[src/shared/reset_strap_wake_control_defs.svh]
`ifndef RESET_STRAP_WAKE_CONTROL_DEFS_SVH
`define RESET_STRAP_WAKE_CONTROL_DEFS_SVH
// ==========================================
// Register byte offsets
`define OFS_CTRL 8'h00
`define OFS_STATUS 8'h04
`define OFS_IRQ_STATUS 8'h08
`define OFS_IRQ_CLEAR 8'h0C
`define OFS_IRQ_ENABLE 8'h10
`define OFS_BYTE_TEST 8'h14
// ==========================================
// Control field positions
`define CTRL_WAKE_EN 0
`define CTRL_POLARITY 1
`define CTRL_OPEN_DRAIN 2
`define CTRL_SLEEP 3
// ==========================================
// Event bit positions
`define IRQ_WAKE_EVENT 0
`define IRQ_WOKE_UP 1
// ==========================================
// Reset values
`define CTRL_RST 3'h0
`define IRQ_RST 2'h0
`define STRAP_RST 1'b1
// ==========================================
// Clock figures
`define REF_CLK_MHZ 25
`define CORE_CLK_MHZ 200
`endif

[src/shared/reset_strap_wake_control_pkg.sv]
// ==========================================
// Types shared by the wake control block
package reset_strap_wake_control_pkg;
  // Power state, one-hot
  typedef enum logic [1:0] {
    ST_RUN = 2'b01,
    ST_SLEEP = 2'b10
  } power_state_t;
  // Wake pin configuration
  typedef struct packed {
    logic open_drain; // Drive style
    logic polarity; // 1 = active high
    logic wake_en; // Pin reports events
  } wake_ctrl_t;
  // Sticky event bits
  typedef struct packed {
    logic woke_up; // Left power saving
    logic wake_event; // Event seen
  } irq_bits_t;
endpackage

[src/rtl/reset_strap_wake_control.sv]
// The implementer's own choices: the Avalon-MM slave port and the register addresses.
`timescale 1ns/1ps
// ==========================================
`include "reset_strap_wake_control_defs.svh"

module reset_strap_wake_control
  import reset_strap_wake_control_pkg::*;
#(
  // Arbitrary pattern, no meaning
  parameter logic [31:0] BYTE_TEST_VALUE = 32'h0123_4567
) (
  input wire logic core_clk_i, // Core clock
  input wire logic reset_i, // Power-on reset
  input wire logic hard_reset_in_n_i, // Hard reset pin
  input wire logic ref_clock_in_i, // Reference pin
  output logic ref_crystal_out_o, // Crystal drive
  input wire logic speed_strap_i, // Speed strap pin
  input wire logic crossover_auto_enable_i, // Crossover pin
  input wire logic chip_select_n_i, // Host chip select
  input wire logic write_strobe_n_i, // Host write strobe
  input wire logic wake_event_i, // Internal wake event
  input wire logic [7:0] avs_address_i, // Byte address
  input wire logic avs_read_i, // Read request
  input wire logic avs_write_i, // Write request
  input wire logic [3:0] avs_byteenable_i, // Byte lanes
  input wire logic [31:0] avs_writedata_i, // Write data
  output logic [31:0] avs_readdata_o, // Read data
  output logic avs_waitrequest_o, // Stall
  output logic wake_indicator_out_o, // Wake pin level
  output logic wake_indicator_out_oe_o, // Wake pin enable
  output logic crossover_auto_enable_o, // Crossover on
  output logic default_speed_100_o, // Default 100M
  output logic default_autoneg_o, // Default autoneg
  output logic default_full_duplex_o, // Default duplex
  output logic sleep_o, // In power saving
  output logic device_reset_o, // Internal reset
  output logic irq_o // Interrupt level
);

  // ==========================================
  // Reference clock
  // The core clock is made from this reference outside
  assign ref_crystal_out_o = ~ref_clock_in_i;

  // ==========================================
  // Reset combination
  // Floating pin idles high, so reset_i alone acts
  wire raw_rst = reset_i | ~hard_reset_in_n_i;
  logic [1:0] rst_pipe_r; // Release synchroniser
  wire core_rst = rst_pipe_r[1]; // Internal reset

  // Assert at once, release on a clock edge
  always_ff @(posedge core_clk_i or posedge raw_rst) begin
    if (raw_rst) begin
      rst_pipe_r <= 2'b11;
    end else begin
      rst_pipe_r <= {rst_pipe_r[0], 1'b0};
    end
  end
  assign device_reset_o = core_rst;

  // ==========================================
  // Pin synchronisers
  // Kept live during hard reset so straps settle
  logic speed_meta_r, speed_sync_r; // Strap sync
  logic xover_meta_r, xover_sync_r; // Crossover sync
  logic cs_meta_r, cs_sync_r; // Chip select sync
  logic wr_meta_r, wr_sync_r; // Strobe sync

  // Two flops per pin
  always_ff @(posedge core_clk_i or posedge reset_i) begin
    if (reset_i) begin
      speed_meta_r <= `STRAP_RST;
      speed_sync_r <= `STRAP_RST;
      xover_meta_r <= 1'b0;
      xover_sync_r <= 1'b0;
      cs_meta_r <= 1'b1;
      cs_sync_r <= 1'b1;
      wr_meta_r <= 1'b1;
      wr_sync_r <= 1'b1;
    end else begin
      speed_meta_r <= speed_strap_i;
      speed_sync_r <= speed_meta_r;
      xover_meta_r <= crossover_auto_enable_i;
      xover_sync_r <= xover_meta_r;
      cs_meta_r <= chip_select_n_i;
      cs_sync_r <= cs_meta_r;
      wr_meta_r <= write_strobe_n_i;
      wr_sync_r <= wr_meta_r;
    end
  end
  // Pull-down on the pin makes floating read as off
  assign crossover_auto_enable_o = xover_sync_r;

  // ==========================================
  // Strap capture
  logic strap_done_r; // Strap already taken
  logic speed_strap_r; // Latched speed strap

  // Taken once, on the first cycle out of reset
  always_ff @(posedge core_clk_i or posedge core_rst) begin
    if (core_rst) begin
      strap_done_r <= 1'b0;
      speed_strap_r <= `STRAP_RST;
    end else if (!strap_done_r) begin
      strap_done_r <= 1'b1;
      speed_strap_r <= speed_sync_r;
    end
  end
  assign default_speed_100_o = speed_strap_r;
  assign default_autoneg_o = speed_strap_r;
  assign default_full_duplex_o = 1'b0;

  // ==========================================
  // Bus slave handshake
  // One stall cycle per access, answer registered
  logic ack_r; // Answer cycle
  wire bus_req = avs_read_i | avs_write_i;
  wire wr_take = avs_write_i & ack_r;
  wire rd_take = avs_read_i & ack_r;
  assign avs_waitrequest_o = bus_req & ~ack_r;

  // Address decode
  wire sel_ctrl = avs_address_i == `OFS_CTRL;
  wire sel_status = avs_address_i == `OFS_STATUS;
  wire sel_irq = avs_address_i == `OFS_IRQ_STATUS;
  wire sel_clear = avs_address_i == `OFS_IRQ_CLEAR;
  wire sel_enable = avs_address_i == `OFS_IRQ_ENABLE;
  wire sel_test = avs_address_i == `OFS_BYTE_TEST;

  // ==========================================
  // State and register storage
  power_state_t state_r, state_nxt; // Power state
  wake_ctrl_t ctrl_r; // Wake pin setup
  irq_bits_t irq_status_r, irq_set; // Sticky events
  irq_bits_t irq_en_r; // Event enables
  logic read_seen_r; // First read done
  logic wake_pend_r; // Wake request held
  logic pin_prev_r; // Previous pin cycle
  logic [31:0] rd_mux; // Read selection
  wire sleeping = state_r == ST_SLEEP;

  // Writes count only after a read and while awake
  wire wr_ok = wr_take & read_seen_r & ~sleeping & avs_byteenable_i[0];
  wire [3:0] wd = avs_writedata_i[3:0];
  wire sleep_req = wr_ok & sel_ctrl & wd[`CTRL_SLEEP];

  // Pin write cycle: select and strobe low together
  wire pin_cycle = ~cs_sync_r & ~wr_sync_r;
  wire pin_start = pin_cycle & ~pin_prev_r;
  // Any data, any address; software aims at byte test
  wire host_write = wr_take | pin_start;
  wire leaving = sleeping & host_write;

  // Event sources for the sticky bits
  assign irq_set.wake_event = wake_event_i;
  assign irq_set.woke_up = leaving;

  // Read data selection, unmapped reads give zero
  wire [31:0] status_word = {27'h000_0000, wake_pend_r, read_seen_r,
                             xover_sync_r, speed_strap_r, sleeping};
  assign rd_mux = sel_ctrl ? {29'h0000_0000, ctrl_r} :
                  sel_status ? status_word :
                  sel_irq ? {30'h0000_0000, irq_status_r} :
                  sel_enable ? {30'h0000_0000, irq_en_r} :
                  sel_test ? BYTE_TEST_VALUE : 32'h0000_0000;

  // Next power state
  always_comb begin
    state_nxt = state_r;
    case (state_r)
      ST_RUN: begin
        if (sleep_req) begin
          state_nxt = ST_SLEEP;
        end
      end
      ST_SLEEP: begin
        // Wake events alone leave us asleep
        if (host_write) begin
          state_nxt = ST_RUN;
        end
      end
      default: begin
        state_nxt = ST_RUN;
      end
    endcase
  end
  assign sleep_o = sleeping;

  // Handshake and read data
  always_ff @(posedge core_clk_i or posedge core_rst) begin
    if (core_rst) begin
      ack_r <= 1'b0;
      avs_readdata_o <= 32'h0000_0000;
    end else begin
      ack_r <= bus_req & ~ack_r;
      if (bus_req & ~ack_r) begin
        avs_readdata_o <= rd_mux;
      end
    end
  end

  // Power state and read tracking
  always_ff @(posedge core_clk_i or posedge core_rst) begin
    if (core_rst) begin
      state_r <= ST_RUN;
      read_seen_r <= 1'b0;
      pin_prev_r <= 1'b0;
    end else begin
      state_r <= state_nxt;
      pin_prev_r <= pin_cycle;
      // Returning from power saving needs a new read
      if (leaving) begin
        read_seen_r <= 1'b0;
      end else if (rd_take) begin
        read_seen_r <= 1'b1;
      end
    end
  end

  // Configuration and event registers
  always_ff @(posedge core_clk_i or posedge core_rst) begin
    if (core_rst) begin
      ctrl_r <= `CTRL_RST;
      irq_en_r <= `IRQ_RST;
      irq_status_r <= `IRQ_RST;
    end else begin
      if (wr_ok & sel_ctrl) begin
        ctrl_r <= wd[2:0];
      end
      if (wr_ok & sel_enable) begin
        irq_en_r <= wd[1:0];
      end
      // Set wins over a clear in the same cycle
      if (wr_ok & sel_clear) begin
        irq_status_r <= (irq_status_r & ~wd[1:0]) | irq_set;
      end else begin
        irq_status_r <= irq_status_r | irq_set;
      end
    end
  end
  assign irq_o = |(irq_status_r & irq_en_r);

  // ==========================================
  // Wake indicator
  // Held until we wake or software disables it
  wire pin_level = wake_pend_r ^ ~ctrl_r.polarity;

  always_ff @(posedge core_clk_i or posedge core_rst) begin
    if (core_rst) begin
      wake_pend_r <= 1'b0;
      wake_indicator_out_o <= 1'b0;
      wake_indicator_out_oe_o <= 1'b0;
    end else begin
      // A new event beats the clear on leaving
      if (wake_event_i & ctrl_r.wake_en) begin
        wake_pend_r <= 1'b1;
      end else if (leaving | ~ctrl_r.wake_en) begin
        wake_pend_r <= 1'b0;
      end
      // Open drain can only pull low
      if (ctrl_r.open_drain) begin
        wake_indicator_out_o <= 1'b0;
        wake_indicator_out_oe_o <= ~pin_level;
      end else begin
        wake_indicator_out_o <= pin_level;
        wake_indicator_out_oe_o <= 1'b1;
      end
    end
  end
endmodule // reset_strap_wake_control

[config.mk]
export PLATFORM = sky130hd
export DESIGN_NAME = reset_strap_wake_control
export DESIGN_NICKNAME = d
export VERILOG_FILES = /design/src/shared/reset_strap_wake_control_pkg.sv /design/src/rtl/reset_strap_wake_control.sv
export VERILOG_INCLUDE_DIRS = /design/src /design/src/shared
export SDC_FILE = /design/constraint.sdc
export NUM_CORES = 1
export LEC_CHECK = 0
export BUFFER_PORTS_ARGS = -buffer_cell sky130_fd_sc_hd__buf_2
export CELL_PAD_IN_SITES_DETAIL_PLACEMENT = 0
export CELL_PAD_IN_SITES_GLOBAL_PLACEMENT = 2
export CORE_MARGIN = 4
export CORE_UTILIZATION = 27
export CTS_BUF_LIST = sky130_fd_sc_hd__clkbuf_2
export DETAILED_ROUTE_END_ITERATION = 8
export PLACE_DENSITY = 0.95
export RECOVER_POWER = 100
export SYNTH_ARGS = -nofsm -noshare
export SYNTH_HDL_FRONTEND = slang
export SYNTH_SLANG_ARGS = --single-unit
[constraint.sdc]
create_clock -name core_clk_i -period 2.6 [get_ports core_clk_i]
set_input_delay 0.13 -clock core_clk_i [delete_from_list [all_inputs] [get_ports core_clk_i]]
set_output_delay 0.13 -clock core_clk_i [all_outputs]
set_load 0.03 [all_outputs]
==> results of run 1 <==
-- worst paths after layout --
| check | depth (start not counted) | end | slack [ps] | start |
|---|---|---|---|---|
| hold reg to reg | 0 | rst_pipe_r[1] | 370 | rst_pipe_r[0] |
| hold / removal | 2 | irq_en_r[0] | 50 | avs_writedata_i[0] |
| setup / recovery | 6 | avs_waitrequest_o | 650 | avs_read_i |
| setup reg to reg | 4 | ctrl_r[0] | 900 | state_r[0] |
| min in group asynchronous | 3 | xover_meta_r | 240 | reset_i |
| max in group asynchronous | 1 | state_r[1] | 1630 | rst_pipe_r[1] |
-- cell usage in the layout, fill, tap and decap left out, types with 3 or more instances in the layout --
master / synthesis / layout
buf_2: 1 / 21
clkbuf_1: 1 / 25
clkbuf_2: 0 / 7
conb_1: 2 / 21
dfrtp_1: 23 / 23
dfstp_2: 10 / 8
dlygate4sd3_1: 0 / 10
inv_1: 8 / 8
mux2_2: 6 / 6
nand2_1: 11 / 11
nand2b_1: 3 / 3
nand3_1: 3 / 3
nor2_1: 9 / 9
nor2b_1: 4 / 4
nor3_1: 4 / 4
o21ai_0: 3 / 3
-- through the flow --
step | total power [uW] | instance area [sq um] | std cells | utilization (%)
6_report | 1040 | 1880 | 270 | 33.8
3_3_place_gp | 721 | 1760 | 252 | 31.5
3_5_place_dp | 722 | 1760 | 252 | 31.5
5_1_grt | 1110 | 1880 | 270 | 33.8
2_1_floorplan | 696 | 1650 | 163 | -
4_1_cts | 1070 | 1910 | 269 | 34.3
-- cell type report --
cell class              instances  area (sq um)  area share (%)
clock buffers                   6          30.0            1.59
clock inverters                 2          33.8            1.79
inverters                       8          30.0            1.59
multi-input cells              92           557            29.6
flip-flops and latches         33           838            44.5
well taps                      72          90.1            4.78
repair buffers                 57           304            16.1
-- report_power, final --
part           leakage [uW]  switching, uW  total, uW  internal (uW)
clock             0.0000406            162        326            164
combinational      0.000431            122        167           45.8
sequential         0.000385           11.0        551            540
-- worst reg2reg max path, cell delays in order (launching register included) --
cell and delay, ps:
dfstp_1 570, nand2b_1 190, nand2b_1 130, nor4_4 330, mux2_2 390
-- sequential cells by signal, summed over array words and instances (netlist names), 2 cells and up --
register and cells:
state_r 2, rst_pipe_r 2, avs_readdata_o 6, ctrl_r 3, irq_status_r 2, irq_en_r 2
-- logic make-up after synthesis --
kind of cell	Yosys count	synth area share, %
other	2	0.476
DFF	33	53.1
and+or+nand+nor	45	17.1
xor gates and xnor gates	1	0.555
AOI/OAI and AO/OA	19	8.72
buffers and inverters	38	15.8
muxes	6	4.28
-- routing by layer --
layer  wire length (microns)  vias up  part of all wire [%]  global-route usage (%)
li1                        -      541                     -                       -
met1                    1150      526                    37                    9.71
met2                    1650       45                    53                    15.6
met3                     299        5                   9.5                    3.93
met4                      33        0                   1.1                    3.02
met5                       0        -                     0                       0
==> summary.md, run 1 <==
| Metric | Value |
|---|---|
| EDFF count, synth | `0` |
| Post-detailed-placement half-perimeter wirelength | `approximately 2500 microns` |
| Slew Limit Fails | `0` |
| CTS resizes | `0` |
| Yosys top cell by area | `dfrtp_1` |
| RSZ-0062 raised after global routing | `false` |
| CP max stage delay | `540 ps` |
| Critical path required time | `2470 ps` |
| Max_slew headroom | `42.1%` |
| Clk root buf | `clkbuf_2` |
| Die Wd | `84.5 microns` |
| Number of port buffers | `47` |
| CP most frequent cell | `clkbuf_1` |
| Worst-margin pin slew | `~870 ps` |
| Sum Neg Setup Slack | `0 ps` |
| Maximum clock path buffer count | `2` |
| Crit end category | `primary output` |
| P&R area growth vs syn | `19.3%` |
| Worst path buffer plus inverter count | `4` |
| Fill count | `630` |
| Number of global-route vias before repair | `between 1000 and 1500` |
| Worst VDD drop | `0.217 mV` |
| Synth warnings | `0` |
| Tmin final | `1950 ps` |
| Asr flop ratio synth | `100%` |
| Fmax | `512 MHz` |
| H-tree depth | `2` |
| WS Path Type | `in -> out` |
| Status | `finished, final reports clean` |
| TritonCTS Buffers | `5` |
| Initial Util | `28.3%` |
| Post-DRT Antenna Nets | `0` |
| Total routed wirelength | `3130 microns` |
| Num Clock Sinks | `33` |
| Power density cells | `555 nW/um^2` |
| Core box area | `5570 sq um` |
| Skew-Pair Late Insertion Delay | `350 ps` |
| Synth cell types | `37` |
| Wire per inst | `~12 microns` |
| Avg Cell Area, Syn | `11.0 sq um` |
| Iter 0 DRT Violations | `32` |
| Most used flip-flop cell after synthesis | `dfrtp_1` |
| Die ar. | `7140 sq um` |
| Final Setup Violations | `0` |
| P_leak | `0.000856 uW` |
| Vias/cell | `4.14` |
| Endpoints failing hold | `0` |
| Top cells by count, synth | `buf_4, dfrtp_1, nand2_1` |
| Yosys top cell area share | `36.5%` |
| Cell count after synthesis | `144` |
| FP Rows | `27` |
| CP Max Fanout | `10` |
| Worst Hold Class | `in -> reg` |
| Die Y-Extent | `84.5 microns` |
| Max_cap viols | `0` |
| Slowest CP cell | `dlygate4sd3_1` |
| Worst setup slack after layout | `approximately 650 ps` |
| First-pass GRT wire length | `5060 microns` |
| Synthesized area | `1580 sq um` |
| Final net count | `about 250` |
| Fin Hold WS | `51.5 ps` |
| GPL Wtd Cong | `around 0.79` |
| TritonCTS clock tree | `done` |
| Register area share after synthesis | `53.1%` |
| Worst Skew | `11.5 ps` |
| CP top delay family | `buffers and inverters` |
| Share of cells above drive strength 1 | `about a quarter` |
| Setup Slack @ Placement | `915 ps` |
| Top-Level Pins | `98` |
| Vias | `1117` |
| DRC viols | `0` |
| Initial antenna violation count | `0` |
| Critical Path Start Type | `input port` |
| Reg clk slew, reported paths | `~150 ps` |
| Tcrit/Tclk final | `75.1%` |
| Worst EP arrival | `1820 ps` |
| Total GRT Usage | `8.94%` |
| DRT Pass-1 Iters | `4` |
| Ant diodes | `0` |
| Pin count of the biggest net entering global routing | `24` |
| Hold-fix buffers, CTS | `9` |
| Worst path cell trace | `dlygate4sd3_1 > clkbuf_1 > nor2_1 > or2_0 > inv_1 > clkbuf_1` |
| Ranking of synthesized cells by area | `dfrtp_1, dfstp_2, buf_4` |
| Count leader, synth | `buf_4` |
| Synth Register Bits | `33` |
| Postcts setup bufs | `0` |
| GR Overflow Total | `0` |
Note: power is estimated with default switching activity, not from simulation.
==> run 2: changes to the inputs <==
--- a/config.mk
+++ b/config.mk
@@ -10,10 +10,10 @@
 export CELL_PAD_IN_SITES_DETAIL_PLACEMENT = 0
 export CELL_PAD_IN_SITES_GLOBAL_PLACEMENT = 2
 export CORE_MARGIN = 4
-export CORE_UTILIZATION = 27
+export CORE_UTILIZATION = 22
 export CTS_BUF_LIST = sky130_fd_sc_hd__clkbuf_2
 export DETAILED_ROUTE_END_ITERATION = 8
-export PLACE_DENSITY = 0.95
+export PLACE_DENSITY = 0.88
 export RECOVER_POWER = 100
 export SYNTH_ARGS = -nofsm -noshare
 export SYNTH_HDL_FRONTEND = slang
==> constraint.sdc (replaced) <==
create_clock -name core_clk_i -period 1.63 [get_ports core_clk_i]
set_input_delay 0.0815 -clock core_clk_i [delete_from_list [all_inputs] [get_ports core_clk_i]]
set_output_delay 0.0815 -clock core_clk_i [all_outputs]
set_load 0.03 [all_outputs]
==> summary.md, run 2 (same netlist as run 1, synthesis figures left out) <==
| Metric | Value |
|---|---|
| Vias/cell | `3.79` |
| Wire per inst | `11.1 microns` |
| R2R setup slack | `between 80 and 90 ps` |
| Pin count of the biggest net entering global routing | `24` |
| Worst Skew | `7.81 ps` |
| Sum Neg Setup Slack | `0 ps` |
| Initial Util | `23.0%` |
| Worst EP arrival | `1800 ps` |
| Reg2reg end | `irq_en_r[1]` |
| WS Path Type | `reg -> reg` |
| CP Max Fanout | `4` |
| RSZ-0062 raised after global routing | `false` |
| Internal Pwr Total | `1210 uW` |
| Die Y-Extent | `92.7 microns` |
| Cell Area, Placed | `1820 sq um` |
| Number of global-route vias before repair | `1144` |
| Max FFs per register | `6` |
| WP depth | `4` |
| H-tree depth | `2` |
| CP top delay family | `simple AND/OR/NAND/NOR gates` |
| Ant diodes | `0` |
| FF-to-FF path depth | `4` |
| P&R area growth vs syn | `27.3%` |
| Skew-Pair Late Insertion Delay | `350 ps` |
| Worst setup path startpoint | `state_r[0]` |
| Psw | `approximately 470 uW` |
| Net Sw Frac | `approximately 28%` |
| CP most frequent cell | `nand2b_4` |
| GR Overflow Total | `0` |
| Fmax | `647 MHz` |
| Largest registers | `avs_readdata_o (6), ctrl_r (3)` |
| Initial antenna violation count | `0` |
| Core box area | `6870 sq um` |
| Top-Level Pins | `98` |
| Slew Limit Fails | `0` |
| TritonCTS Buffers | `5` |
| Crit end category | `register` |
| Max_slew headroom | `between 60% and 70%` |
| Critical path required time | `1880 ps` |
| HP Start | `avs_writedata_i[3]` |
| DRT Pass-1 Iters | `4` |
| Number of port buffers | `between 40 and 50` |
| Worst Hold Class | `in -> reg` |
| Slowest CP cell | `dfstp_2` |
| Worst setup slack after layout | `85.1 ps` |
| Most frequent cells in the layout | `dfrtp_1, buf_2, clkbuf_1` |
| Worst path buffer plus inverter count | `0` |
| Worst VDD drop | `0.530 mV` |
| Clk root buf | `clkbuf_2` |
| GPL Wtd Cong | `~0.77` |
| Clock power share | `between 30% and 40%` |
| Share of cells above drive strength 1 | `30.9%` |
| Num Clock Sinks | `33` |
| Worst path cell trace | `nand2b_4 > nand2b_4 > or3_1 > mux2_2` |
| Seq pwr share | `roughly 52%` |
| Reg clk slew, reported paths | `160 ps` |
| Final Setup Violations | `0` |
| Biggest register | `avs_readdata_o` |
| Total GRT Usage | `under 10%` |
| DRC viols | `0` |
| Vias | `1147` |
| TritonCTS clock tree | `done` |
| Total routed wirelength | `3350 microns` |
| FP Rows | `30` |
| Iter 0 DRT Violations | `30` |
| Status | `finished, final reports clean` |
| CP max stage delay | `approximately 560 ps` |
| Tcrit/Tclk final | `between 90% and 100%` |
| Setup crit end | `irq_en_r[1]` |
| Combinational power share | `16.7%` |
| Critical Path Start Type | `register` |
| Final net count | `approximately 260` |
| Post-DRT Antenna Nets | `0` |
| P_leak | `0.000930 uW` |
| Setup Slack @ Placement | `-60.6 ps` |
| Fin area | `2010 sq um` |
| Maximum clock path buffer count | `2` |
| Total Power | `1680 uW` |
| Fill count | `750` |
| Die Wd | `92.7 microns` |
| RR Startpoint | `state_r[0]` |
| Power density cells | `approximately 830 nW/um^2` |
| Endpoints failing hold | `0` |
| First-pass GRT wire length | `5400 microns` |
| Post-detailed-placement half-perimeter wirelength | `between 2000 and 3000 microns` |
| Tmin final | `1540 ps` |
| Max_cap viols | `0` |
| Worst-margin pin slew | `566 ps` |
| Die ar. | `8600 sq um` |
## run 2: changes by cell type in the layout (fill, tap and decap cells not counted), sizes merged
cell / delta
clkbuf: -1
buf: +9
dlygate4sd3: +1
## run 2: routing by layer
metal / wire length (microns) / GRT usage (%)
met1: 1360 / 9.07
met2: 1640 / 13.7
met3: 330 / 3.57
met4: 27 / 2.56
met5: 0 / 0
## run 2: area by class of cell
type / instances / area (sq um) / area share [%]
Sequential cell: 33 / 838 / 41.7
Tap cell: 96 / 120 / 5.97
Clock inverter: 2 / 33.8 / 1.68
Timing Repair Buffer: 66 / 375 / 18.7
Clock buffer: 6 / 30.0 / 1.49
Multi-Input combinational cell: 92 / 581 / 28.9
Inverter: 8 / 32.5 / 1.62
## run 2: worst min-delay path by stage
stage,to,slack (ps),depth (start not counted)
after floorplan,crossover_auto_enable_o,-110,1
after global placement,xover_meta_r,40,2
after detailed placement,xover_meta_r,50,2
after CTS,state_r[0],40,3
after global routing,state_r[0],50,3
final,state_r[0],60,3
## run 2: what timing repair did
| item | CTS | global route |
|---|---|---|
| hold buffers | 11 | 0 |
| endpoints found under the hold margin | 22 | 0 |
| endpoints found under the setup margin | 7 | 6 |
| setup buffers | 3 | 1 |
| resized for setup | 4 | 2 |
| pin swaps | 1 | 1 |
## run 2: stage by stage
stage | hold WS, ps | cells | util [%]
detailed placement | 52.5 | 280 | 26.4
CTS | 40.8 | 302 | 29.6
floorplan | -107 | 163 | -
finish | 62.2 | 303 | 29.3
global route | 52.4 | 303 | 29.3
global placement | 36.0 | 280 | 26.4
## run 2: worst register-to-register path, cell delays in order (launching register included)
cell	delay (ps)
dfstp_2	560
nand2b_4	150
nand2b_4	70
or3_1	390
mux2_2	290
## run 2: power groups by stage
stage	clock [uW]	combinational [uW]	sequential, uW
after detailed placement	0	263	894
after global routing	584	309	884
after CTS	546	288	880
after floorplan	0	189	922
after global placement	0	261	893
final	518	280	879
==> run 3: changes to the inputs <==
--- a/config.mk
+++ b/config.mk
@@ -14,7 +14,7 @@
 export CTS_BUF_LIST = sky130_fd_sc_hd__clkbuf_2
 export DETAILED_ROUTE_END_ITERATION = 8
 export PLACE_DENSITY = 0.88
-export RECOVER_POWER = 100
+export RECOVER_POWER = 25
 export SYNTH_ARGS = -nofsm -noshare
 export SYNTH_HDL_FRONTEND = slang
 export SYNTH_SLANG_ARGS = --single-unit
==> summary.md, run 3 (same netlist as run 1, synthesis figures left out) <==
| Metric | Value |
|---|---|
| Die Wd | `92.7 microns` |
| Iter 0 DRT Violations | `25` |
| Post-DRT Antenna Nets | `0` |
| Cell Area, Placed | `between 1500 and 2000 sq um` |
| Sum Neg Setup Slack | `0 ps` |
| Clk root buf | `clkbuf_2` |
| Number of global-route vias before repair | `approximately 1100` |
| DRT Pass-1 Iters | `4` |
| Die ar. | `8600 sq um` |
| First-pass GRT wire length | `between 5000 and 6000 microns` |
| Worst Skew | `~7.9 ps` |
| Critical Path Start Type | `register` |
| Hold path depth | `3` |
| Status | `finished, final reports clean` |
| Vias/cell | `3.79` |
| RR Startpoint | `state_r[0]` |
| Vias | `1147` |
| Die Y-Extent | `92.7 microns` |
| GPL Wtd Cong | `0.768` |
| Power density cells | `826 nW/um^2` |
| Core box area | `between 6000 and 7000 sq um` |
| Fin area | `2040 sq um` |
| TritonCTS Buffers | `5` |
| TritonCTS clock tree | `done` |
| Top-Level Pins | `98` |
| Worst EP arrival | `1800 ps` |
| Tcrit/Tclk final | `a little over nine tenths` |
| Endpoints failing hold | `0` |
| Reg clk slew, reported paths | `between 150 and 200 ps` |
| Wire per inst | `11.0 microns` |
| Fin Hold WS | `62.0 ps` |
| Dpl cells | `280` |
| Max_slew headroom | `62.3%` |
| Biggest register | `avs_readdata_o` |
| Largest registers | `avs_readdata_o (6), ctrl_r (3)` |
| Setup crit end | `irq_en_r[1]` |
| Ant diodes | `0` |
| Fmax | `about 650 MHz` |
| Critical path required time | `around 1900 ps` |
| Worst setup slack after layout | `about 85 ps` |
| P_leak | `roughly 0.001 uW` |
| Initial Util | `between 20% and 30%` |
| CP Max Fanout | `4` |
| Post-detailed-placement half-perimeter wirelength | `2580 microns` |
| WS Path Type | `reg -> reg` |
| Max_cap viols | `0` |
| Tmin final | `1540 ps` |
| P&R area growth vs syn | `29.2%` |
| H-tree depth | `2` |
| FP Rows | `30` |
| GR Overflow Total | `0` |
| Slew Limit Fails | `0` |
| Max FFs per register | `6` |
| Setup Slack @ Placement | `-60.6 ps` |
| Final Setup Violations | `0` |
| Maximum clock path buffer count | `2` |
| Share of cells above drive strength 1 | `42.0%` |
| Most frequent cells in the layout | `buf_2, dfrtp_1, conb_1` |
| Worst Hold Class | `in -> reg` |
| Pin count of the biggest net entering global routing | `24` |
| Worst-margin pin slew | `566 ps` |
| Worst VDD drop | `between 0.5 and 0.6 mV` |
| Final net count | `261` |
| RSZ-0062 raised after global routing | `false` |
| FF-to-FF path depth | `4` |
| R2R setup slack | `~85 ps` |
| Total routed wirelength | `3330 microns` |
| Commonest non-fill, non-tap cell in the layout | `buf_2` |
| Final non-filler cell total | `slightly above 300` |
| Worst setup path startpoint | `state_r[0]` |
| Crit end category | `register` |
| Skew-Pair Late Insertion Delay | `approximately 350 ps` |
| Reg2reg end | `irq_en_r[1]` |
| Number of port buffers | `47` |
| Num Clock Sinks | `33` |
| Total GRT Usage | `8.08%` |
| Initial antenna violation count | `0` |
| DRC viols | `0` |
## run 3: repair_timing
action,CTS,global route
hold endpoints to repair,22,0
pin swaps,1,1
endpoints found under the setup margin,7,6
hold buffers,11,0
gates resized for setup,4,2
buffers inserted,3,1
## run 3: layer usage
layer | vias to the layer above | global-route usage (%) | wire length, microns | share of wire [%]
met5 | - | 0 | 0 | 0
met4 | 0 | 2.56 | 27 | 0.81
met3 | 4 | 3.57 | 332 | 10
met2 | 45 | 13.7 | 1630 | 49
met1 | 532 | 9.07 | 1330 | 40
li1 | 566 | - | - | -
## run 3: layout make-up
| cell class | instances | area [sq um] |
|---|---|---|
| inverters | 8 | 32.5 |
| clock buffers | 6 | 30.0 |
| well taps | 96 | 120 |
| fillers | 742 | 4830 |
| flip-flops and latches | 33 | 838 |
| multi-input cells | 92 | 581 |
| clock inverters | 2 | 33.8 |
| repair buffers | 66 | 404 |
## run 3: per-stage QoR
stage          power, uW  utilization, %
2_1_floorplan       1110               -
3_3_place_gp        1150            26.4
3_5_place_dp        1160            26.4
4_1_cts             1710            29.6
5_1_grt             1790            29.7
6_report            1680            29.7
## run 3: where the power goes
part           switching [uW]  internal, uW  leakage (uW)
clock                     255           262     0.0000406
combinational             197          90.4      0.000581
sequential               18.0           862      0.000387
total                     470          1210       0.00101
## run 3: how the worst min path moves through the flow
stage                              end               start  slack, ps
2_1_floorplan  crossover_auto_enable_o             reset_i       -110
3_3_place_gp              xover_meta_r             reset_i         40
3_5_place_dp              xover_meta_r             reset_i         50
4_1_cts                     state_r[0]  avs_writedata_i[3]         40
5_1_grt                     state_r[0]  avs_writedata_i[3]         50
6_report                    state_r[0]  avs_writedata_i[3]         60
## run 3: critical path, cell delays in order (launching register included)
cell and delay [ps]:
dfstp_2 560, nand2b_4 150, nand2b_4 70, or3_1 390
mux2_2 290
